--- src/logic/tpsp_regs.svh ---
`ifndef TPSP_REGS_SVH
`define TPSP_REGS_SVH
// Operation
// - Three sine references 120 degrees apart, pure or with third harmonic.
// - Each update advances the wave pointer by the table increment.
// - Table holds one quadrant; others come by mirrored index and negated sign.
// - Stored samples span zero to half the PWM modulus.
// - Phases A, B, C go to the first, third and fifth drive outputs.
// - Duty values refresh once every N PWM periods, N from the prescaler.
// - Overcurrent rising edge kills all six outputs, sets fault and overcurrent flags.
// - Bus voltage above 400 V while braking kills outputs, sets fault and overvoltage flags.
// - Overvoltage faults only while braking; when motoring it just disables PFC.
// - Overvoltage fault detection is masked while the PFC runs.
// - Fault holds until switch goes stop then start, or host clear bit.
// - After clearing, the motor restarts once the switch is at start.
// - During fault recovery the drive stays off until the recovery timer expires.
// - Fault indicator flashes while overcurrent or overvoltage fault is active.
// - Overvoltage while decelerating holds the speed ramp until the bus discharges.
// - Motor speed period is counted between successive tachometer rising edges.
// - PFC enable output follows the drive state, but is off while braking or on bus overvoltage.
// - Fault indicator toggles so that it flashes at 0.5 Hz.

// Timing
`define TPSP_CLK_HZ 64'd25000000
`define TPSP_PWM_HZ 64'd16000
`define TPSP_MODULUS_RST 12'((`TPSP_CLK_HZ) / (`TPSP_PWM_HZ))
`define TPSP_LED_FLASH_MHZ 64'd500
`define TPSP_LED_TOGGLE_CYC ((`TPSP_CLK_HZ * 64'd1000) / (64'd2 * `TPSP_LED_FLASH_MHZ))
`define TPSP_RECOVERY_MS 64'd500
`define TPSP_RECOVERY_CYC ((`TPSP_CLK_HZ * `TPSP_RECOVERY_MS) / 64'd1000)

// Wave phase offsets
`define TPSP_PHASE_A_OFS 16'h0000
`define TPSP_PHASE_B_OFS 16'h5555
`define TPSP_PHASE_C_OFS 16'haaab

// Register byte addresses
`define TPSP_ADDR_CTRL 8'h00
`define TPSP_ADDR_INC 8'h04
`define TPSP_ADDR_AMP 8'h08
`define TPSP_ADDR_PRESC 8'h0c
`define TPSP_ADDR_MOD 8'h10
`define TPSP_ADDR_OVLIM 8'h14
`define TPSP_ADDR_STATUS 8'h18
`define TPSP_ADDR_TACHO 8'h1c
`define TPSP_ADDR_DUTY_A 8'h20
`define TPSP_ADDR_DUTY_B 8'h24
`define TPSP_ADDR_DUTY_C 8'h28

// Fields
`define TPSP_CTRL_THIRD 0
`define TPSP_CTRL_ERRCLR 1
`define TPSP_ST_GF 0
`define TPSP_ST_OC 1
`define TPSP_ST_OV 2
`define TPSP_ST_RUN 3
`define TPSP_ST_PFC 4
`define TPSP_ST_HOLD 5

// Reset values
`define TPSP_INC_RST 16'h0000
`define TPSP_AMP_RST 8'h00
`define TPSP_PRESC_RST 3'h4
`define TPSP_OVLIM_RST 10'h190
`define TPSP_OV_HYST 10'h014

// AXI responses
`define TPSP_RESP_OKAY 2'h0
`define TPSP_RESP_SLVERR 2'h2
`endif

--- src/logic/tpsp_pkg.sv ---
package tpsp_pkg;
  typedef enum logic [1:0] {
    TPSP_STOP,
    TPSP_RUN,
    TPSP_FAULT,
    TPSP_RECOVER
  } tpsp_state_t;
endpackage

--- src/logic/tpsp_wave_if.sv ---
`timescale 1ns/1ps
interface tpsp_wave_if;
  logic [15:0] phase_acc;
  logic third_harm;
  logic [7:0] amplitude;
  logic [11:0] half_mod;
  logic [11:0] duty [3];
  modport ctrl (output phase_acc, output third_harm, output amplitude, output half_mod, input duty);
  modport wave (input phase_acc, input third_harm, input amplitude, input half_mod, output duty);
endinterface

--- src/logic/tpsp_wave.sv ---
`timescale 1ns/1ps
`include "tpsp_regs.svh"
module tpsp_wave (
  tpsp_wave_if.wave wif
);
  // Quarter wave, 255 = half modulus
  localparam logic [7:0] SINE_TBL [16] = '{8'h0d, 8'h25, 8'h3e, 8'h56, 8'h6d, 8'h83, 8'h98, 8'hab,
                                           8'hbd, 8'hcd, 8'hdb, 8'he7, 8'hf0, 8'hf7, 8'hfc, 8'hff};
  localparam logic [7:0] THIRD_TBL [16] = '{8'h16, 8'h40, 8'h68, 8'h8d, 8'had, 8'hc8, 8'hde, 8'hed,
                                            8'hf7, 8'hfd, 8'hff, 8'hfe, 8'hfc, 8'hf9, 8'hf7, 8'hf6};
  localparam logic [15:0] OFS [3] = '{`TPSP_PHASE_A_OFS, `TPSP_PHASE_B_OFS, `TPSP_PHASE_C_OFS};

  for (genvar g = 0; g < 3; g++) begin : g_phase
    logic [15:0] ph;
    logic [3:0] idx;
    logic [7:0] samp;
    logic [27:0] prod;
    logic [11:0] mag;
    assign ph = wif.phase_acc + OFS[g];
    assign idx = ph[14] ? ~ph[13:10] : ph[13:10];
    assign samp = wif.third_harm ? THIRD_TBL[idx] : SINE_TBL[idx];
    // Sample scaled to half modulus, then by amplitude
    assign prod = 28'(samp) * 28'(wif.half_mod) * 28'(wif.amplitude);
    assign mag = prod[27:16];
    assign wif.duty[g] = ph[15] ? wif.half_mod - mag : wif.half_mod + mag;
  end
endmodule // tpsp_wave

--- src/logic/tpsp_top.sv ---
`timescale 1ns/1ps
`include "tpsp_regs.svh"
module tpsp_top #(
  parameter int LED_TOGGLE_CYCLES = int'(`TPSP_LED_TOGGLE_CYC),
  parameter int RECOVERY_CYCLES = int'(`TPSP_RECOVERY_CYC),
  parameter int TACHO_W = 24
) (
  input wire logic clk,
  input wire logic rst_n,
  input wire logic [7:0] s_axi_awaddr,
  input wire logic s_axi_awvalid,
  output logic s_axi_awready,
  input wire logic [31:0] s_axi_wdata,
  input wire logic [3:0] s_axi_wstrb,
  input wire logic s_axi_wvalid,
  output logic s_axi_wready,
  output logic [1:0] s_axi_bresp,
  output logic s_axi_bvalid,
  input wire logic s_axi_bready,
  input wire logic [7:0] s_axi_araddr,
  input wire logic s_axi_arvalid,
  output logic s_axi_arready,
  output logic [31:0] s_axi_rdata,
  output logic [1:0] s_axi_rresp,
  output logic s_axi_rvalid,
  input wire logic s_axi_rready,
  input wire logic start_stop_sw,
  input wire logic braking_in,
  input wire logic decel_in,
  input wire logic overcurrent_fault_input,
  input wire logic [9:0] dc_bus_volts,
  input wire logic tacho_in,
  output logic [5:0] motor_drive_outputs,
  output logic fault_led,
  output logic pfc_enable,
  output logic speed_ramp_hold,
  output logic general_fault_flag
);

  //////////////////////////////////////////////////////////////////////////////
  // Reset release
  logic [1:0] rst_sync_reg;
  logic rst_n_int;

  always_ff @(posedge clk or negedge rst_n) begin
    if (!rst_n) begin
      rst_sync_reg <= 2'h0;
    end else begin
      rst_sync_reg <= {rst_sync_reg[0], 1'b1};
    end
  end
  assign rst_n_int = rst_sync_reg[1];

  //////////////////////////////////////////////////////////////////////////////
  // Declarations
  tpsp_pkg::tpsp_state_t state_reg, state_next;
  logic awready_reg, wready_reg, bvalid_reg, arready_reg, rvalid_reg;
  logic [1:0] bresp_reg, rresp_reg;
  logic [31:0] rdata_reg, rdata_next;
  logic rd_hit;
  logic wr_fire, rd_fire;
  logic [31:0] wmask;
  logic third_reg, errclr_reg;
  logic [15:0] inc_reg;
  logic [7:0] amp_reg;
  logic [2:0] presc_reg;
  logic [11:0] mod_reg;
  logic [9:0] ovlim_reg;
  logic [11:0] pwm_cnt_reg;
  logic [2:0] presc_cnt_reg;
  logic period_end, update;
  logic [15:0] acc_reg;
  logic [11:0] duty_reg [3];
  logic [5:0] motor_reg;
  logic oc_prev_reg, oc_rise;
  logic over, ov_evt, fault_evt;
  logic oc_flag_reg, ov_flag_reg;
  logic seen_stop_reg, clear_req;
  logic [31:0] rec_cnt_reg;
  logic rec_done;
  logic [31:0] led_cnt_reg;
  logic led_reg, pfc_reg, hold_reg;
  logic tacho_prev_reg;
  logic [TACHO_W-1:0] tacho_cnt_reg, tacho_period_reg;

  tpsp_wave_if wif ();

  tpsp_wave u_wave (
    .wif(wif)
  );

  assign wif.phase_acc = acc_reg;
  assign wif.third_harm = third_reg;
  assign wif.amplitude = amp_reg;
  assign wif.half_mod = {1'b0, mod_reg[11:1]};

  //////////////////////////////////////////////////////////////////////////////
  // AXI4-Lite slave
  assign wr_fire = s_axi_awvalid && awready_reg && s_axi_wvalid && wready_reg;
  assign rd_fire = s_axi_arvalid && arready_reg;
  assign wmask = {{8{s_axi_wstrb[3]}}, {8{s_axi_wstrb[2]}}, {8{s_axi_wstrb[1]}}, {8{s_axi_wstrb[0]}}};

  always_ff @(posedge clk or negedge rst_n_int) begin
    if (!rst_n_int) begin
      awready_reg <= 1'b0;
      wready_reg <= 1'b0;
      bvalid_reg <= 1'b0;
      bresp_reg <= `TPSP_RESP_OKAY;
    end else begin
      // Address and data taken together, one write at a time
      awready_reg <= s_axi_awvalid && s_axi_wvalid && !awready_reg && !bvalid_reg;
      wready_reg <= s_axi_awvalid && s_axi_wvalid && !awready_reg && !bvalid_reg;
      if (wr_fire) begin
        bvalid_reg <= 1'b1;
        case (s_axi_awaddr)
          `TPSP_ADDR_CTRL, `TPSP_ADDR_INC, `TPSP_ADDR_AMP, `TPSP_ADDR_PRESC, `TPSP_ADDR_MOD,
          `TPSP_ADDR_OVLIM, `TPSP_ADDR_STATUS, `TPSP_ADDR_TACHO, `TPSP_ADDR_DUTY_A,
          `TPSP_ADDR_DUTY_B, `TPSP_ADDR_DUTY_C: bresp_reg <= `TPSP_RESP_OKAY;
          default: bresp_reg <= `TPSP_RESP_SLVERR;
        endcase
      end else if (s_axi_bready) begin
        bvalid_reg <= 1'b0;
      end
    end
  end

  always_ff @(posedge clk or negedge rst_n_int) begin
    if (!rst_n_int) begin
      arready_reg <= 1'b0;
      rvalid_reg <= 1'b0;
      rdata_reg <= 32'h0;
      rresp_reg <= `TPSP_RESP_OKAY;
    end else begin
      arready_reg <= s_axi_arvalid && !arready_reg && !rvalid_reg;
      if (rd_fire) begin
        rvalid_reg <= 1'b1;
        rdata_reg <= rdata_next;
        rresp_reg <= rd_hit ? `TPSP_RESP_OKAY : `TPSP_RESP_SLVERR;
      end else if (s_axi_rready) begin
        rvalid_reg <= 1'b0;
      end
    end
  end

  always_comb begin
    rdata_next = 32'h0;
    rd_hit = 1'b1;
    case (s_axi_araddr)
      `TPSP_ADDR_CTRL: rdata_next[`TPSP_CTRL_THIRD] = third_reg;
      `TPSP_ADDR_INC: rdata_next[15:0] = inc_reg;
      `TPSP_ADDR_AMP: rdata_next[7:0] = amp_reg;
      `TPSP_ADDR_PRESC: rdata_next[2:0] = presc_reg;
      `TPSP_ADDR_MOD: rdata_next[11:0] = mod_reg;
      `TPSP_ADDR_OVLIM: rdata_next[9:0] = ovlim_reg;
      `TPSP_ADDR_STATUS: begin
        rdata_next[`TPSP_ST_GF] = oc_flag_reg || ov_flag_reg;
        rdata_next[`TPSP_ST_OC] = oc_flag_reg;
        rdata_next[`TPSP_ST_OV] = ov_flag_reg;
        rdata_next[`TPSP_ST_RUN] = (state_reg == tpsp_pkg::TPSP_RUN);
        rdata_next[`TPSP_ST_PFC] = pfc_reg;
        rdata_next[`TPSP_ST_HOLD] = hold_reg;
        rdata_next[9:8] = state_reg;
      end
      `TPSP_ADDR_TACHO: rdata_next[TACHO_W-1:0] = tacho_period_reg;
      `TPSP_ADDR_DUTY_A: rdata_next[11:0] = duty_reg[0];
      `TPSP_ADDR_DUTY_B: rdata_next[11:0] = duty_reg[1];
      `TPSP_ADDR_DUTY_C: rdata_next[11:0] = duty_reg[2];
      default: rd_hit = 1'b0;
    endcase
  end

  assign s_axi_awready = awready_reg;
  assign s_axi_wready = wready_reg;
  assign s_axi_bvalid = bvalid_reg;
  assign s_axi_bresp = bresp_reg;
  assign s_axi_arready = arready_reg;
  assign s_axi_rvalid = rvalid_reg;
  assign s_axi_rdata = rdata_reg;
  assign s_axi_rresp = rresp_reg;

  //////////////////////////////////////////////////////////////////////////////
  // Software registers
  always_ff @(posedge clk or negedge rst_n_int) begin
    if (!rst_n_int) begin
      third_reg <= 1'b0;
      errclr_reg <= 1'b0;
      inc_reg <= `TPSP_INC_RST;
      amp_reg <= `TPSP_AMP_RST;
      presc_reg <= `TPSP_PRESC_RST;
      mod_reg <= `TPSP_MODULUS_RST;
      ovlim_reg <= `TPSP_OVLIM_RST;
    end else begin
      errclr_reg <= 1'b0;
      if (wr_fire) begin
        case (s_axi_awaddr)
          `TPSP_ADDR_CTRL: begin
            if (s_axi_wstrb[0]) begin
              third_reg <= s_axi_wdata[`TPSP_CTRL_THIRD];
              errclr_reg <= s_axi_wdata[`TPSP_CTRL_ERRCLR];
            end
          end
          `TPSP_ADDR_INC: inc_reg <= (inc_reg & ~wmask[15:0]) | (s_axi_wdata[15:0] & wmask[15:0]);
          `TPSP_ADDR_AMP: amp_reg <= (amp_reg & ~wmask[7:0]) | (s_axi_wdata[7:0] & wmask[7:0]);
          `TPSP_ADDR_PRESC: presc_reg <= (presc_reg & ~wmask[2:0]) | (s_axi_wdata[2:0] & wmask[2:0]);
          `TPSP_ADDR_MOD: mod_reg <= (mod_reg & ~wmask[11:0]) | (s_axi_wdata[11:0] & wmask[11:0]);
          `TPSP_ADDR_OVLIM: ovlim_reg <= (ovlim_reg & ~wmask[9:0]) | (s_axi_wdata[9:0] & wmask[9:0]);
          default: ;
        endcase
      end
    end
  end

  //////////////////////////////////////////////////////////////////////////////
  // PWM carrier and update rate
  assign period_end = (pwm_cnt_reg >= mod_reg - 12'h1);
  assign update = period_end && ((presc_cnt_reg + 3'h1) >= presc_reg);

  always_ff @(posedge clk or negedge rst_n_int) begin
    if (!rst_n_int) begin
      pwm_cnt_reg <= 12'h0;
      presc_cnt_reg <= 3'h0;
    end else begin
      pwm_cnt_reg <= period_end ? 12'h0 : pwm_cnt_reg + 12'h1;
      if (update) begin
        presc_cnt_reg <= 3'h0;
      end else if (period_end) begin
        presc_cnt_reg <= presc_cnt_reg + 3'h1;
      end
    end
  end

  always_ff @(posedge clk or negedge rst_n_int) begin
    if (!rst_n_int) begin
      acc_reg <= 16'h0;
      duty_reg <= '{12'h0, 12'h0, 12'h0};
    end else if (update) begin
      acc_reg <= acc_reg + inc_reg;
      duty_reg <= wif.duty;
    end
  end

  // Complementary pairs, all low unless running
  always_ff @(posedge clk or negedge rst_n_int) begin
    if (!rst_n_int) begin
      motor_reg <= 6'h0;
    end else begin
      for (int i = 0; i < 3; i++) begin
        if (state_next == tpsp_pkg::TPSP_RUN && !overcurrent_fault_input) begin
          motor_reg[2*i] <= (pwm_cnt_reg < duty_reg[i]);
          motor_reg[2*i+1] <= !(pwm_cnt_reg < duty_reg[i]);
        end else begin
          motor_reg[2*i] <= 1'b0;
          motor_reg[2*i+1] <= 1'b0;
        end
      end
    end
  end

  //////////////////////////////////////////////////////////////////////////////
  // Fault detection and drive state
  assign oc_rise = overcurrent_fault_input && !oc_prev_reg;
  assign over = (dc_bus_volts > ovlim_reg);
  assign ov_evt = over && braking_in && !pfc_reg && (state_reg == tpsp_pkg::TPSP_RUN);
  assign fault_evt = oc_rise || ov_evt;
  assign clear_req = errclr_reg || (seen_stop_reg && start_stop_sw);
  assign rec_done = (rec_cnt_reg >= 32'(RECOVERY_CYCLES - 1));

  always_comb begin
    state_next = state_reg;
    case (state_reg)
      tpsp_pkg::TPSP_STOP: begin
        if (oc_rise) begin
          state_next = tpsp_pkg::TPSP_FAULT;
        end else if (start_stop_sw) begin
          state_next = tpsp_pkg::TPSP_RUN;
        end
      end
      tpsp_pkg::TPSP_RUN: begin
        if (fault_evt) begin
          state_next = tpsp_pkg::TPSP_FAULT;
        end else if (!start_stop_sw) begin
          state_next = tpsp_pkg::TPSP_STOP;
        end
      end
      tpsp_pkg::TPSP_FAULT: begin
        if (clear_req && !fault_evt) begin
          state_next = tpsp_pkg::TPSP_RECOVER;
        end
      end
      tpsp_pkg::TPSP_RECOVER: begin
        if (oc_rise) begin
          state_next = tpsp_pkg::TPSP_FAULT;
        end else if (rec_done) begin
          state_next = tpsp_pkg::TPSP_STOP;
        end
      end
      default: state_next = tpsp_pkg::TPSP_STOP;
    endcase
  end

  always_ff @(posedge clk or negedge rst_n_int) begin
    if (!rst_n_int) begin
      state_reg <= tpsp_pkg::TPSP_STOP;
      oc_prev_reg <= 1'b0;
    end else begin
      state_reg <= state_next;
      oc_prev_reg <= overcurrent_fault_input;
    end
  end

  // Flags: a new event wins over a clear
  always_ff @(posedge clk or negedge rst_n_int) begin
    if (!rst_n_int) begin
      oc_flag_reg <= 1'b0;
      ov_flag_reg <= 1'b0;
    end else begin
      if (oc_rise) begin
        oc_flag_reg <= 1'b1;
      end else if (state_reg == tpsp_pkg::TPSP_FAULT && clear_req) begin
        oc_flag_reg <= 1'b0;
      end
      if (ov_evt) begin
        ov_flag_reg <= 1'b1;
      end else if (state_reg == tpsp_pkg::TPSP_FAULT && clear_req && !oc_rise) begin
        ov_flag_reg <= 1'b0;
      end
    end
  end

  // Stop position must be seen after the fault
  always_ff @(posedge clk or negedge rst_n_int) begin
    if (!rst_n_int) begin
      seen_stop_reg <= 1'b0;
    end else if (state_reg != tpsp_pkg::TPSP_FAULT || state_next != tpsp_pkg::TPSP_FAULT) begin
      seen_stop_reg <= 1'b0;
    end else if (!start_stop_sw) begin
      seen_stop_reg <= 1'b1;
    end
  end

  always_ff @(posedge clk or negedge rst_n_int) begin
    if (!rst_n_int) begin
      rec_cnt_reg <= 32'h0;
    end else if (state_reg == tpsp_pkg::TPSP_RECOVER) begin
      rec_cnt_reg <= rec_cnt_reg + 32'h1;
    end else begin
      rec_cnt_reg <= 32'h0;
    end
  end

  //////////////////////////////////////////////////////////////////////////////
  // Fault indicator, PFC enable, ramp hold
  always_ff @(posedge clk or negedge rst_n_int) begin
    if (!rst_n_int) begin
      led_cnt_reg <= 32'h0;
      led_reg <= 1'b0;
    end else if (oc_flag_reg || ov_flag_reg) begin
      if (led_cnt_reg >= 32'(LED_TOGGLE_CYCLES - 1)) begin
        led_cnt_reg <= 32'h0;
        led_reg <= !led_reg;
      end else begin
        led_cnt_reg <= led_cnt_reg + 32'h1;
      end
    end else begin
      led_cnt_reg <= 32'h0;
      led_reg <= 1'b0;
    end
  end

  // PFC runs with the motor, but not when braking or on motoring overvoltage
  always_ff @(posedge clk or negedge rst_n_int) begin
    if (!rst_n_int) begin
      pfc_reg <= 1'b0;
    end else begin
      pfc_reg <= (state_next == tpsp_pkg::TPSP_RUN) && !braking_in && !over;
    end
  end

  always_ff @(posedge clk or negedge rst_n_int) begin
    if (!rst_n_int) begin
      hold_reg <= 1'b0;
    end else if (!decel_in || dc_bus_volts <= ovlim_reg - `TPSP_OV_HYST) begin
      hold_reg <= 1'b0;
    end else if (over) begin
      hold_reg <= 1'b1;
    end
  end

  //////////////////////////////////////////////////////////////////////////////
  // Tachometer period
  always_ff @(posedge clk or negedge rst_n_int) begin
    if (!rst_n_int) begin
      tacho_prev_reg <= 1'b0;
      tacho_cnt_reg <= '0;
      tacho_period_reg <= '0;
    end else begin
      tacho_prev_reg <= tacho_in;
      if (tacho_in && !tacho_prev_reg) begin
        tacho_period_reg <= tacho_cnt_reg;
        tacho_cnt_reg <= TACHO_W'(1);
      end else if (tacho_cnt_reg != '1) begin
        tacho_cnt_reg <= tacho_cnt_reg + TACHO_W'(1);
      end
    end
  end

  assign motor_drive_outputs = motor_reg;
  assign fault_led = led_reg;
  assign pfc_enable = pfc_reg;
  assign speed_ramp_hold = hold_reg;

  always_ff @(posedge clk or negedge rst_n_int) begin
    if (!rst_n_int) begin
      general_fault_flag <= 1'b0;
    end else begin
      general_fault_flag <= (oc_flag_reg || oc_rise) || (ov_flag_reg || ov_evt);
    end
  end

endmodule // tpsp_top

--- config.mk ---
export PLATFORM = sky130hd
export DESIGN_NAME = tpsp_top
export DESIGN_NICKNAME = d
export VERILOG_FILES = /design/src/logic/tpsp_pkg.sv /design/src/logic/tpsp_wave_if.sv /design/src/logic/tpsp_wave.sv /design/src/logic/tpsp_top.sv
export VERILOG_INCLUDE_DIRS = /design/src /design/src/logic
export SDC_FILE = /design/constraint.sdc
export NUM_CORES = 2
export LEC_CHECK = 0
export BUFFER_PORTS_ARGS = -buffer_cell sky130_fd_sc_hd__buf_2
export CAP_MARGIN = 20
export CORE_ASPECT_RATIO = 0.75
export CORE_UTILIZATION = 57
export CTS_BUF_LIST = sky130_fd_sc_hd__clkbuf_8
export DETAILED_ROUTE_END_ITERATION = 8
export GPL_ROUTABILITY_DRIVEN = 0
export PLACE_DENSITY = 0.74
export SYNTH_ARGS = -nofsm -noshare
export SYNTH_HDL_FRONTEND = slang
export SYNTH_SLANG_ARGS = --single-unit
--- constraint.sdc ---
create_clock -name clk -period 18.57 [get_ports clk]
set_input_delay 2.7855 -clock clk [delete_from_list [all_inputs] [get_ports clk]]
set_output_delay 2.7855 -clock clk [all_outputs]
set_load 0.01 [all_outputs]
**Word level (Yosys, flattened, before mapping)**

Memory sizes are Yosys's and may differ from the RTL's.
Cells that the tools add are included.

- Add/subtract/negate cells: 16
- Multiply operators: 6
- Divide/modulo/power cells: 0
- Order comparisons: 12
- Equality and inequality tests: 29
- Shifts and indexed selects: 0
- Muxes and demuxes: 68
- Bitwise logic cells: 26
- Reductions and logical operators: 65

Operators by type and width:

| cell | count |
|---|---|
| 8-bit two-way mux | 16 |
| 32-bit two-way mux | 3 |
| 20-bit by 8-bit multiplier with 28-bit output | 3 |
| 32-bit by 1-bit adder with 32-bit output, second input constant | 2 |
| 8-bit by 5-bit equality test with 1-bit output, second input constant | 8 |
| 8-bit by 11-bit multiplier with 19-bit output | 3 |
| 8-bit by 6-bit equality test with 1-bit output, second input constant | 6 |
| 12-bit two-way mux | 4 |
| 24-bit two-way mux | 2 |
| 11-bit by 12-bit adder with 12-bit output | 3 |
| 12-bit less-than comparator | 3 |
| 11-bit by 12-bit subtractor with 12-bit output | 3 |
| 16-bit AND | 2 |
| 8-bit by 4-bit equality test with 1-bit output, second input constant | 4 |
| 32-bit by 24-bit >= comparator with 1-bit output, second input constant | 1 |
| 32-bit by 25-bit >= comparator with 1-bit output, second input constant | 1 |
| 2-bit one-hot mux with 8 select lines | 2 |
| 3-bit one-hot mux with 9 select lines | 1 |
| 24-bit by 1-bit adder with 24-bit output, second input constant | 1 |
| 12-bit AND | 2 |
| 2-bit two-way mux | 12 |
| 24-bit inequality test, second input constant | 1 |
| 1-bit logical AND | 22 |
| 11-bit OR reduction | 2 |
| other kinds (47) | 115 |

- Bits in registers: 281
- Latch bits: 0
- RAM bits: 0
- Bits in read-only memories: 768
- Bits of input ports: 74
- Output and inout port bits: 51
- Memories kept: 6

Memories:

| name | words | bits a word | rd ports | clocked after memory_dff | wr ports | line | RTL |
|---|---|---|---|---|---|---|---|
| (name not given) | 16 | 8 | 1 | 0 | 0 | tpsp_wave.sv:21 | `assign samp = wif.third_harm ? THIRD_TBL[idx] : SINE_TBL[idx];` |
| (name not given) | 16 | 8 | 1 | 0 | 0 | tpsp_wave.sv:21 |  |
| (name not given) | 16 | 8 | 1 | 0 | 0 | tpsp_wave.sv:21 |  |
| (name not given) | 16 | 8 | 1 | 0 | 0 | tpsp_wave.sv:21 |  |
| (name not given) | 16 | 8 | 1 | 0 | 0 | tpsp_wave.sv:21 |  |
| (name not given) | 16 | 8 | 1 | 0 | 0 | tpsp_wave.sv:21 |  |

**Logic depth before layout (Yosys ltp)**

- Depth in word-level cells: 12
- Depth in mapped cells: 67
- Mapped depth without buffers: 63

**Hierarchy**

From an unflattened synthesis, not the netlist that was laid out.

- Cells, all modules: 5,164
- Area total of the unflattened synthesis: 44,355.0 µm²

Modules (own cells, without submodules):

| module | times used | cells an instance | area an instance (µm²) | sequential area each (µm²) |
|---|---|---|---|---|
| tpsp_wave | 1 | 3,641 | 29,338.1 | 0.0 |
| tpsp_top | 1 | 1,523 | 15,016.9 | 6,993.0 |

**Worst setup path after synthesis**

No wires, ideal clock.

- Path type: flip-flop to flip-flop
- Start: reg acc_reg[4]
- End: reg duty_reg[11] (netlist name)
- Data arrival time: 13,769 ps
- Data required time: 18,441 ps
- Slack: 4,672 ps
- Cell stages (with the launch flop): 67
- Buffers on the path: 3
- Cell sequence: dfrtp_1 -> o211ai_1 -> a21oi_2 -> o21a_1 -> buf_2 -> nor2_1 -> a211oi_1 -> a21oi_1 -> xnor2_1 -> ha_1 -> inv_1 -> mux2i_1 -> nor4_1 -> o21ai_0 -> a32o_1 -> a211oi_1 -> buf_2 -> clkbuf_1 -> (+31 left out) -> a2111oi_0 -> nor2_1 -> xnor2_1 -> ha_1 -> a21oi_1 -> ha_1 -> nor2b_1 -> o21ai_0 -> a21oi_1 -> o21ai_0 -> a21oi_1 -> o21ai_0 -> a21oi_1 -> o41ai_1 -> xnor2_1 -> xnor2_1 -> xnor2_1 -> o21ai_1

- Longest elaborated chain between the ends: 12

RTL lines:

| element | line | RTL |
|---|---|---|
| start, declared | tpsp_top.sv:72 | `logic [15:0] acc_reg;` |
| start signal, assigned | tpsp_top.sv:237 | `acc_reg <= acc_reg + inc_reg;` |
| 16-bit adder (*) | tpsp_wave.sv:19 | `assign ph = wif.phase_acc + OFS[g];` |
| 4-bit NOT | tpsp_wave.sv:20 | `assign idx = ph[14] ? ~ph[13:10] : ph[13:10];` |
| 4-bit two-way mux | tpsp_wave.sv:20 |  |
| 4-bit NOT with 5-bit output (implied by the code) | tpsp_wave.sv:21 |  |
| memory 16 x 8 bit | -- |  |
| 8-bit two-way mux (implied by the code) (2 in series) | tpsp_wave.sv:21 |  |
| 8-bit two-way mux | tpsp_wave.sv:21 |  |
| 8-bit by 11-bit multiplier with 19-bit output | tpsp_wave.sv:23 | `assign prod = 28'(samp) * 28'(wif.half_mod) * 28'(wif.amplitude);` |
| 20-bit by 8-bit multiplier with 28-bit output | tpsp_wave.sv:23 |  |
| 11-bit by 12-bit adder with 12-bit output / 11-bit by 12-bit subtractor with 12-bit output (equally long branches) | tpsp_wave.sv:25 | `assign wif.duty[g] = ph[15] ? wif.half_mod - mag : wif.half_mod + mag;` |
| 12-bit two-way mux (*) | tpsp_wave.sv:25 |  |
| end signal, assigned | tpsp_top.sv:235 | `duty_reg <= '{12'h0, 12'h0, 12'h0};` |
| end signal, assigned | tpsp_top.sv:238 | `duty_reg <= wif.duty;` |
| end, declared | tpsp_top.sv:73 | `logic [11:0] duty_reg [3];` |

Every way passes the cells marked *; elsewhere a longest branch is shown, timed or not. The select of a mux whose other input is x is not followed.
A chain may end at the register's enable or synchronous reset.

**Worst setup path in the final report**

- Start: reg acc_reg[11]
- End: reg duty_reg[23] (netlist name)

- Longest elaborated chain between the ends: 12

RTL lines:

| element | line |
|---|---|
| 16-bit by 15-bit adder with 16-bit output (*) | tpsp_wave.sv:19 |
| 4-bit NOT | tpsp_wave.sv:20 |
| 4-bit two-way mux | tpsp_wave.sv:20 |
| 4-bit NOT with 5-bit output (implied by the code) | tpsp_wave.sv:21 |
| memory 16 x 8 bit | -- |
| 8-bit two-way mux (implied by the code) (2 in series) | tpsp_wave.sv:21 |
| 8-bit two-way mux | tpsp_wave.sv:21 |
| 8-bit by 11-bit multiplier with 19-bit output | tpsp_wave.sv:23 |
| 20-bit by 8-bit multiplier with 28-bit output | tpsp_wave.sv:23 |
| 11-bit by 12-bit adder with 12-bit output / 11-bit by 12-bit subtractor with 12-bit output (equally long branches) | tpsp_wave.sv:25 |
| 12-bit two-way mux (*) | tpsp_wave.sv:25 |

Marked as above.

==> impl_metrics.py <==
metrics = {
    "outcome": {
        "outcome": "complete, but fails checks",
        "violations": "design-rule violations",
    },
    "setup_path": {
        "critPathBufInv": 8,
        "critPathKind": "reg2reg",
        "cp-end-kind": "flip-flop",
        "critical_path.max_stage_delay_ns": 0.83,
        "cpLargestDelayFamily": "adder cells",
        "ff2ff_path_depth": 60,
        "start_kind": "flip-flop",
        "required_ns": 19.04,
        "reg2reg_setup_slack_ns": 2.02,
        "r2r-end": "duty_reg[23]",
        "crit_arrival_ns": 17.02,
        "reg2reg_from": "acc_reg[11]",
        "crit_path_max_fanout": 24,
        "critPathSlowestCell": "dfrtp_1",
    },
    "grt": {
        "grt_usage": 0.294,
        "grt_pass1_vias": 33100,
        "grt_max_degree": 101,
        "grt_pass1_wl_microns": 175000,
        "grt_overflow": 0,
        "antenna_found_initial": 1,
    },
    "routing": {
        "drtIter0Drc": 2906,
        "num_vias": 33500,
        "viasPerCell": 5.86,
        "drtAntennaViolNets": 0,
        "wl_microns": 106000,
        "drt_first_pass_iters": 9,
        "drt-wirelength-per-cell_microns": 18.5,
        "route.detailed.drc": 13,
    },
    "place": {
        "post-dp-hpwl_microns": 81300,
        "place_inst": 5645,
        "post-place-ws_ns": 2.24,
        "port_buffers": 96,
    },
    "synthesis": {
        "ys_seq_elements": 279,
        "postSynth.asyncResetShare": 1.00,
        "ys_types": 97,
        "postSynthCellCount": 4765,
        "synth.yosys.warnings": 0,
        "syn_area_sq_um": 41500,
        "synth_area_per_cell_sq_um": 8.71,
        "yosys_most_used_dff": "dfrtp_1",
        "ys_seq_area_frac": 0.168,
        "synth_edf_count": 0,
    },
    "cts": {
        "cts_buffer_depth": 3,
        "numClockSinks": 279,
        "cts_setup_buffers": 0,
        "htree_levels": 2,
        "ctsHoldBuffers": 0,
        "cts_root_buf": "clkbuf_8",
        "cts_made_buffers": 39,
        "clk_latency_ns": 0.60,
        "clk_pin_slew_worst_paths_ns": 0.08,
        "cts_resized": 0,
        "cts_tree": "done",
    },
    "sta": {
        "skew_ns": 0.0553,
        "worst_pin_slew_ns": 1.15,
        "finalSetupTns_ns": 0,
        "grt_setup_unrepaired": "no",
        "setup_viol_count_final": 0,
        "max_slew_margin": 0.233,
        "min_period_ns": 16.55,
        "finalCritPeriodShare": 0.891,
        "worst_slack_ns": 2.02,
        "max_freq_mhz": 60.4,
        "hold_viol": 0,
        "fin_hold_ws_ns": 0.349,
        "slew_violations": 0,
    },
    "pwr": {
        "leakage_nw": 22.1,
        "power.total_mw": 1.60,
        "p_per_area_nw_per_um2": 36.6,
        "ir_worst_vdd_mv": 0.0408,
    },
    "layout": {
        "drive_above_1_share": 0.0735,
        "final-instance-count-excl-fill": 5718,
        "area_delta_synth_final_pct": 5.05,
        "final_cell_mix": "inv_1 (673), nand2_1 (489), fa_1 (469), and2_1 (406), ha_1 (404)",
        "fin_nets": 5680,
        "fillCellCount": 6351,
        "final_common_cell": "inv_1",
        "multi_input_area_sq_um": 31100,
        "regArea_sq_um": 7010,
        "diodes": 0,
    },
    "floorplan": {
        "io_pins": 125,
        "initial_core_util": 0.578,
        "die_area_sq_um": 73900,
        "row_count": 85,
        "die_h_microns": 236,
        "fp.dieW_microns": 314,
        "core-area_sq_um": 71900,
    },
    "worst_hold_path": {
        "hold_class": "reg2async",
    },
    "run": {
        "cap_viol_max_count": 0,
    },
}
-- layout make-up --
class	instances	share of cell area
Inverter	668	0.0575
Multi-Input combinational cell	3589	0.713
Clock inverter	23	0.00359
Tap cell	957	0.0274
Timing Repair Buffer	156	0.0229
Sequential cell	279	0.161
Clock buffer	46	0.0145
-- cells in the mapped netlist, drive strengths merged, types with 74 or more instances --
cell,count,share of area
nor2,214,0.019
dfrtp,270,0.16
nand2,489,0.044
a21oi,172,0.021
o21ai,146,0.018
nand3,123,0.015
xor2,110,0.023
clkbuf,207,0.019
and2,406,0.061
ha,404,0.12
xnor2,130,0.027
mux2,74,0.020
fa,469,0.23
inv,667,0.060
a21o,106,0.019
-- routing by layer --
metal,track usage,wire length [microns]
met3,0.0658,9890
met2,0.440,45800
met4,0.0537,1920
met1,0.437,48300
met5,0,0
-- kinds of logic after synthesis --
family / count (synthesis) / synth area share
mux: 87 / 0.0238
flops: 279 / 0.168
simple gates: 1606 / 0.198
xor+xnor: 240 / 0.0508
buf+inv: 913 / 0.0844
compound gates: 765 / 0.126
fa+ha+maj: 873 / 0.348
other cells: 2 / 0.000181
-- where the power goes --
part | internal, mW | switching [mW]
registers | 0.635 | 0.0419
logic | 0.155 | 0.262
clock network | 0.244 | 0.259
-- stage by stage --
step | area [sq um] | utilization
floorplan | 41600 | -
global placement | 42700 | 0.594
finish | 43600 | 0.607
global route | 43600 | 0.607
CTS | 43500 | 0.605
detailed placement | 42700 | 0.594
-- worst max-delay path by stage --
stage                     start      endpoint  slack, ns  cells after the start
floorplan            acc_reg[4]  duty_reg[11]       4.67                     66
global placement     acc_reg[4]  duty_reg[11]       2.44                     61
detailed placement   acc_reg[4]  duty_reg[11]       2.24                     60
CTS                  acc_reg[4]  duty_reg[11]       2.22                     61
global route         acc_reg[4]  duty_reg[11]       0.81                     60
finish              acc_reg[11]  duty_reg[23]       2.02                     60
No activity file was read; power rests on OpenSTA's default activity.
